<file path="config.mk">
export PLATFORM = sky130hd
export DESIGN_NAME = e1_rx_alarm_irq_enable
export DESIGN_NICKNAME = d
export VERILOG_FILES = /design/src/shared/e1_alarm_pkg.sv /design/src/remote_alarm_detect.sv /design/src/e1_rx_alarm_irq_enable.sv
export VERILOG_INCLUDE_DIRS = /design/src /design/src/shared
export SDC_FILE = /design/constraint.sdc
export NUM_CORES = 1
export LEC_CHECK = 0
export BUFFER_PORTS_ARGS = -buffer_cell sky130_fd_sc_hd__buf_2
export CORE_ASPECT_RATIO = 1.4
export CORE_MARGIN = 2
export CORE_UTILIZATION = 51
export CTS_BUF_LIST = sky130_fd_sc_hd__clkbuf_8
export DETAILED_ROUTE_END_ITERATION = 10
export MAX_ROUTING_LAYER = met4
export PLACE_DENSITY = 0.81
export SLEW_MARGIN = 20
export SYNTH_ARGS = -nofsm -noshare
export SYNTH_HDL_FRONTEND = slang
export SYNTH_HIERARCHICAL = 1
export SYNTH_SLANG_ARGS = --single-unit
</file>
<file path="constraint.sdc">
create_clock -name sys_clk -period 1.2 [get_ports sys_clk]
set_clock_uncertainty 0.05 [all_clocks]
set_input_delay 0.06 -clock sys_clk [delete_from_list [all_inputs] [get_ports sys_clk]]
set_output_delay 0.06 -clock sys_clk [all_outputs]
set_load 0.01 [all_outputs]
</file>
<file path="src/shared/e1_alarm_cfg.svh">
// Constants for the E1 receive alarm and error interrupt block.
// Assumes one channel per instance; channel decode happens outside.
//
// Function
// - Declare remote alarm after A bit is 1 in two consecutive non-FRAME_ALIGN_SIGNAL frames.
// - Clear remote alarm after A bit is 0 in two consecutive non-FRAME_ALIGN_SIGNAL frames.
// - Enable register bit 7 reads live remote alarm state; writes ignored.
// - Bit 5 enables interrupt on multiframe remote alarm declare and clear.
// - Bit 3 enables interrupt on each detected line code violation.
// - Bit 2 enables interrupt on frame loss declare and clear.
// - Bit 1 enables interrupt on all-ones alarm declare and clear.
// - Bit 0 enables interrupt on remote alarm declare and clear.
// - All enable bits reset to zero; bit 6 is reserved.
// - Status flags set on their event and clear when status is read.
`ifndef E1_ALARM_CFG_SVH
`define E1_ALARM_CFG_SVH

// -----------------------------------------------------------------------------
// Register offsets
// -----------------------------------------------------------------------------
`define ADDR_IRQ_FLAGS 8'h02
`define ADDR_IRQ_ENABLE 8'h03

// -----------------------------------------------------------------------------
// Field positions, shared by the flag and the enable register
// -----------------------------------------------------------------------------
`define BIT_REMOTE_CHG 0
`define BIT_ALL_ONES_CHG 1
`define BIT_FRAME_LOSS_CHG 2
`define BIT_LINE_VIOL 3
`define BIT_KEEP_ZERO 4
`define BIT_MF_REMOTE_CHG 5
`define BIT_RESERVED 6
`define BIT_REMOTE_LIVE 7
`define ENABLE_WR_MASK 8'h3f
`define IRQ_SOURCE_MASK 8'h2f
`define ENABLE_RESET 8'h00
`define FLAGS_RESET 8'h00

// -----------------------------------------------------------------------------
// Timing
// -----------------------------------------------------------------------------
`define CLK_MHZ 50
`define REMOTE_ALARM_US 375
`define REMOTE_ALARM_CYC (`REMOTE_ALARM_US * `CLK_MHZ)

`endif

</file>
<file path="src/shared/e1_alarm_pkg.sv">
// Types for the E1 receive alarm and error interrupt block.
// Assumes the framer supplies its alarm levels in the sys_clk domain.
package e1_alarm_pkg;

  // ---------------------------------------------------------------------------
  // Line side conditions from the receive framer
  // ---------------------------------------------------------------------------
  typedef struct packed {
    logic nonfas_strobe;
    logic a_bit;
    logic all_ones_alarm;
    logic frame_loss;
    logic line_violation;
    logic mf_remote_alarm;
  } rx_alarm_in_t;

  // ---------------------------------------------------------------------------
  // Microprocessor register access
  // ---------------------------------------------------------------------------
  typedef struct packed {
    logic [7:0] addr;
    logic wr;
    logic rd;
    logic [7:0] wdata;
  } reg_req_t;

  typedef enum logic [1:0] {
    RA_CLEAR,
    RA_CLEAR_ONE,
    RA_SET,
    RA_SET_ZERO
  } remote_alarm_state_t;

endpackage

</file>
<file path="src/remote_alarm_detect.sv">
// Remote alarm detector working on the A bit of non-FRAME_ALIGN_SIGNAL frames.
// Assumes one strobe per non-FRAME_ALIGN_SIGNAL frame, with a_bit valid in that cycle.
`timescale 1ns/1ps
`include "e1_alarm_cfg.svh"

module remote_alarm_detect (
  input wire logic sys_clk,
  input wire logic sys_rst,
  input wire logic nonfas_strobe,
  input wire logic a_bit,
  output logic remote_alarm_live
);
  import e1_alarm_pkg::*;

  remote_alarm_state_t state_q;

  // ---------------------------------------------------------------------------
  // Two-frame persistence filter
  // ---------------------------------------------------------------------------
  // One odd A bit only arms the filter; a second agreeing frame commits it.
  always_ff @(posedge sys_clk) begin
    if (sys_rst) begin
      state_q <= RA_CLEAR;
    end else if (nonfas_strobe) begin
      unique case (state_q)
        RA_CLEAR: state_q <= a_bit ? RA_CLEAR_ONE : RA_CLEAR;
        RA_CLEAR_ONE: state_q <= a_bit ? RA_SET : RA_CLEAR;
        RA_SET: state_q <= a_bit ? RA_SET : RA_SET_ZERO;
        RA_SET_ZERO: state_q <= a_bit ? RA_SET : RA_CLEAR;
      endcase
    end
  end

  assign remote_alarm_live = (state_q == RA_SET) || (state_q == RA_SET_ZERO);
endmodule

</file>
<file path="src/e1_rx_alarm_irq_enable.sv">
// Alarm and error interrupt flags and enables for one E1 receive channel.
// Assumes register requests and framer levels are synchronous to sys_clk.
`timescale 1ns/1ps
`include "e1_alarm_cfg.svh"

module e1_rx_alarm_irq_enable #(
  parameter int ADDR_W = 8
) (
  input wire logic sys_clk,
  input wire logic sys_rst,
  input e1_alarm_pkg::reg_req_t reg_req,
  output logic [7:0] reg_rdata,
  input e1_alarm_pkg::rx_alarm_in_t rx_in,
  output logic remote_alarm_indication,
  output logic irq
);
  import e1_alarm_pkg::*;

  if (ADDR_W != 8) begin : g_bad_addr_w
    $error("ADDR_W must be 8 to match the register request type");
  end

  logic [7:0] alarm_error_irq_enable_q;
  logic [7:0] alarm_error_irq_flags_q;
  logic [7:0] alarm_error_irq_flags_d;
  logic [7:0] events;
  logic [7:0] enable_view;
  logic remote_alarm_live;
  logic live_prev_q;
  logic all_ones_prev_q;
  logic frame_loss_prev_q;
  logic mf_remote_prev_q;
  logic flags_read;
  logic enable_read;

  function automatic logic hit(input logic [7:0] a, input logic [7:0] target);
    hit = (a == target);
  endfunction

  // ---------------------------------------------------------------------------
  // Remote alarm persistence
  // ---------------------------------------------------------------------------
  remote_alarm_detect u_detect (
    .sys_clk(sys_clk),
    .sys_rst(sys_rst),
    .nonfas_strobe(rx_in.nonfas_strobe),
    .a_bit(rx_in.a_bit),
    .remote_alarm_live(remote_alarm_live)
  );

  assign remote_alarm_indication = remote_alarm_live;

  // ---------------------------------------------------------------------------
  // Change detection on alarm levels
  // ---------------------------------------------------------------------------
  // Previous levels reset to the cleared state, so an alarm already present at
  // release still reports one declare event.
  always_ff @(posedge sys_clk) begin
    if (sys_rst) begin
      live_prev_q <= 1'b0;
      all_ones_prev_q <= 1'b0;
      frame_loss_prev_q <= 1'b0;
      mf_remote_prev_q <= 1'b0;
    end else begin
      live_prev_q <= remote_alarm_live;
      all_ones_prev_q <= rx_in.all_ones_alarm;
      frame_loss_prev_q <= rx_in.frame_loss;
      mf_remote_prev_q <= rx_in.mf_remote_alarm;
    end
  end

  // Both edges count as events: declare and clear each raise the flag.
  always_comb begin
    events = 8'h00;
    events[`BIT_REMOTE_CHG] = remote_alarm_live ^ live_prev_q;
    events[`BIT_ALL_ONES_CHG] = rx_in.all_ones_alarm ^ all_ones_prev_q;
    events[`BIT_FRAME_LOSS_CHG] = rx_in.frame_loss ^ frame_loss_prev_q;
    events[`BIT_LINE_VIOL] = rx_in.line_violation;
    events[`BIT_MF_REMOTE_CHG] = rx_in.mf_remote_alarm ^ mf_remote_prev_q;
  end

  // ---------------------------------------------------------------------------
  // Register decode
  // ---------------------------------------------------------------------------
  assign flags_read = reg_req.rd && hit(reg_req.addr, `ADDR_IRQ_FLAGS);
  assign enable_read = reg_req.rd && hit(reg_req.addr, `ADDR_IRQ_ENABLE);

  // Bit 7 is never stored; it is the detector's state. Bit 6 reads zero.
  always_comb begin
    enable_view = alarm_error_irq_enable_q & `ENABLE_WR_MASK;
    enable_view[`BIT_REMOTE_LIVE] = remote_alarm_live;
  end

  // Enable register; bit 4 is stored as written, software must keep it zero.
  always_ff @(posedge sys_clk) begin
    if (sys_rst) begin
      alarm_error_irq_enable_q <= `ENABLE_RESET;
    end else if (reg_req.wr && hit(reg_req.addr, `ADDR_IRQ_ENABLE)) begin
      alarm_error_irq_enable_q <= reg_req.wdata & `ENABLE_WR_MASK;
    end
  end

  // Read clears all flags, but an event in the read cycle is kept for the next
  // read rather than lost between sample and clear.
  always_comb begin
    alarm_error_irq_flags_d = alarm_error_irq_flags_q;
    if (flags_read) begin
      alarm_error_irq_flags_d = 8'h00;
    end
    alarm_error_irq_flags_d = alarm_error_irq_flags_d | (events & `IRQ_SOURCE_MASK);
  end

  always_ff @(posedge sys_clk) begin
    if (sys_rst) begin
      alarm_error_irq_flags_q <= `FLAGS_RESET;
    end else begin
      alarm_error_irq_flags_q <= alarm_error_irq_flags_d;
    end
  end

  // Read data is registered; unmapped offsets return zero.
  always_ff @(posedge sys_clk) begin
    if (sys_rst) begin
      reg_rdata <= 8'h00;
    end else if (flags_read) begin
      reg_rdata <= alarm_error_irq_flags_q;
    end else if (enable_read) begin
      reg_rdata <= enable_view;
    end else if (reg_req.rd) begin
      reg_rdata <= 8'h00;
    end
  end

  // ---------------------------------------------------------------------------
  // Interrupt request
  // ---------------------------------------------------------------------------
  // Bit 4 is excluded from the sources so a stray write cannot fire the line.
  assign irq = |(alarm_error_irq_flags_q & alarm_error_irq_enable_q & `IRQ_SOURCE_MASK);
endmodule

</file>
==> flow_summary.ini <==
[pwr]
internal-power_mw = 1.35
pwr-share-comb = 0.099
swShare = 0.206
p_total_mw = 1.70
peakVddDrop_uv = 921
seqPwrFrac = 0.492
p_clk_frac = 0.410
switchingPower_mw = 0.351
cellPowerDensity_nw_per_um2 = 1220
p_leak_nw = 0.613

[finish]
fillerInstances = 162
final_util = 0.710
layout-drive-gt1-share = 0.303
area_growth_pct = 30.4
final_nets = 182
regArea_um2 = 483
final_common_cell = buf_2
diodes = 0
final_cell_mix = buf_2, dfxtp_1, o21ai_0, dlygate4sd3_1, nor2_1
final_cell_area_um2 = 1400
multiInputGateArea_um2 = 513

[critical_path]
worstSetupPathType = flip-flop to output port
worstPathArrival_ns = 1.16
crit_required_ns = 1.09
start_kind = flip-flop
crit_family = compound AO/OA/AOI/OAI gates
max_stage_delay_ns = 0.34
reg2reg_slack_ns = 0.17
cp-end-kind = output port
cp_slowest_cell = a222oi_1
cp_num_buf_inv = 1
cp_max_fo = 2
path_cells = a222oi_1 > nand2_1 > buf_2

[global_route]
grt_max_degree = 15
use_met1 = 0.253
grt.met2_usage = 0.385
antenna_found_initial = 0
busiest_layer = met2
grt_pass1_wl_um = 4150
globalRouteMet3Util = 0.0218
groute.usage.overall = 0.225
grt_overflow = 0
first_global_vias = 948

[hold_path]
hold_class = input pin to flip-flop

[routing]
wirelength_um = 2400
drc_errors = 0
vias = 962
drtAntennaViolNets = 0
dr.pass1.iters = 4
wl_per_cell_um = 13.7
via_per_inst = 5.47
dr.first_iter.drc_count = 28

[timing]
setup_violations = 1
fin_ws_ns = -0.0659
period_share = 1.05
min_period_ns = 1.27
fmax_ghz = 0.790
finalHoldViolCount = 0
rsz0062_at_grt = yes
slew_viol_final = 0

[logic_synthesis]
syn_nets = 140
yosys_warnings = 6
syn_area_per_cell_um2 = 9.42
synth.cell_area_um2 = 1070
yosysSeqAreaShare = 0.448
ys_ff_latch = 24
syn-instance-count = 114
synth.distinct_cells = 32

[clock_tree]
cts_buffer_depth = 2
cts_buffers = 3
cts_sinks = 24
root_buffer = clkbuf_8
clock_latency_ns = 0.27
cts_tree = yes
clk_pin_slew_worst_paths_ns = 0.08
htreeDepth = 1

[floorplanning]
fp.dieH_um = 58.3
start_util = 0.544
die_w_um = 42.8
die_area_um2 = 2490
io_pins = 36
core_area_um2 = 1970
rows = 19

[placed_design]
pre_cts_slack_ns = 0.0414
io_buffer_count = 32
hpwl_um = 1620
routabilityCongestion = 0.788
place_area_um2 = 1230

[status]
violations = setup timing
outcome = finished, violations left

[job]
cap_viol_max_count = 0
[layer usage]
layer | routed length (um) | share of wire
met5 | 0 | 0
met4 | 38 | 0.016
met3 | 96 | 0.040
met2 | 1260 | 0.53
met1 | 1000 | 0.42
[cell families (layout without fill, tap and decap cells)]
group / Yosys count / in the layout / synth area share
AND/OR/NAND/NOR: 31 / 31 / 0.176
XOR/XNOR: 5 / 5 / 0.0408
buffers and inverters: 15 / 56 / 0.0746
AO/OA/AOI/OAI: 33 / 33 / 0.211
flip-flops: 24 / 24 / 0.448
other: 1 / 1 / 0.00349
multiplexers: 5 / 5 / 0.0466
[stage by stage]
step	instances	hold WS, ns	setup TNS, ns
after floorplan	114	0.0791	0
after global placement	162	0.235	0
after detailed placement	162	0.236	0
after CTS	176	0.0149	-0.0814
after global routing	176	0.0190	-0.179
final	176	0.0251	-0.0659
[cell type report]
cell class,count,share of cell area
clock inverter,1,0.0214
tap,21,0.0188
inverter,7,0.0188
sequential,24,0.345
timing repair buffer,45,0.200
multi-input combinational,75,0.366
clock buffer,3,0.0295
[state kept, by name, summed over array words and instances, names as in the netlist, named ones only]
signal                    count
alarm_error_irq_enable_q      6
alarm_error_irq_flags_q       5
all_ones_prev_q               1
frame_loss_prev_q             1
live_prev_q                   1
mf_remote_prev_q              1
reg_rdata                     7
u_detect/state_q              1
[cells in the mapped netlist]
cell type,count,area share
xor2_1,4,0.033
nand3_1,1,0.0047
clkbuf_1,3,0.010
a21bo_2,1,0.0093
buf_2,1,0.0047
xnor2_1,1,0.0082
nand2b_1,3,0.017
mux2i_1,5,0.047
and3_4,1,0.010
a211oi_1,1,0.0070
o21ai_0,9,0.042
and4bb_1,1,0.012
a21oi_1,7,0.033
nand2_1,6,0.021
buf_4,2,0.014
or3b_1,1,0.0082
clkinv_1,1,0.0035
nand4_2,1,0.012
conb_1,1,0.0035
o22ai_1,1,0.0058
inv_1,6,0.021
nor4_2,1,0.012
a22oi_1,1,0.0070
nor2b_1,5,0.029
buf_6,2,0.021
and4_4,1,0.010
a31o_1,6,0.049
nand4_1,2,0.012
a311oi_1,6,0.049
nor2_1,8,0.028
dfxtp_1,24,0.45
a222oi_1,1,0.0093
[power by group through the flow]
stage	Clock [mW]	Combinational (mW)	Sequential [mW]
floorplan	0	0.0817	0.849
global placement	0	0.138	0.854
detailed placement	0	0.142	0.856
CTS	0.719	0.166	0.837
global route	0.752	0.188	0.841
finish	0.698	0.168	0.837
[worst min-delay path, stage by stage]
cell and delay [ns]:
buf_2 0.11, nand3_1 0.06, a21oi_1 0.06
[path summary, 6_finish.rpt]
| kind | endpoint | cells past startpoint | start |
|---|---|---|---|
| min reg2reg | reg_rdata[5]$_SDFFE_PP0P_ | 2 | reg_rdata[5]$_SDFFE_PP0P_ |
| max reg2reg | alarm_error_irq_flags_q[0]$_SDFF_PP0_ | 3 | flip-flop |
| min | flip-flop | 3 | rx_in[4] |
| max | irq | 3 | alarm_error_irq_enable_q[5]$_SDFFE_PP0P_ |
[what timing repair did]
action                                 CTS  global route
pin swaps                                2             0
endpoints found under the hold margin    9             0
setup buffers                            1             0
cloned                                   0             0
setup endpoints to repair                1             1
hold buffers                             9             0
resized for setup                        2             0
Power figures use the tool's default switching activity.
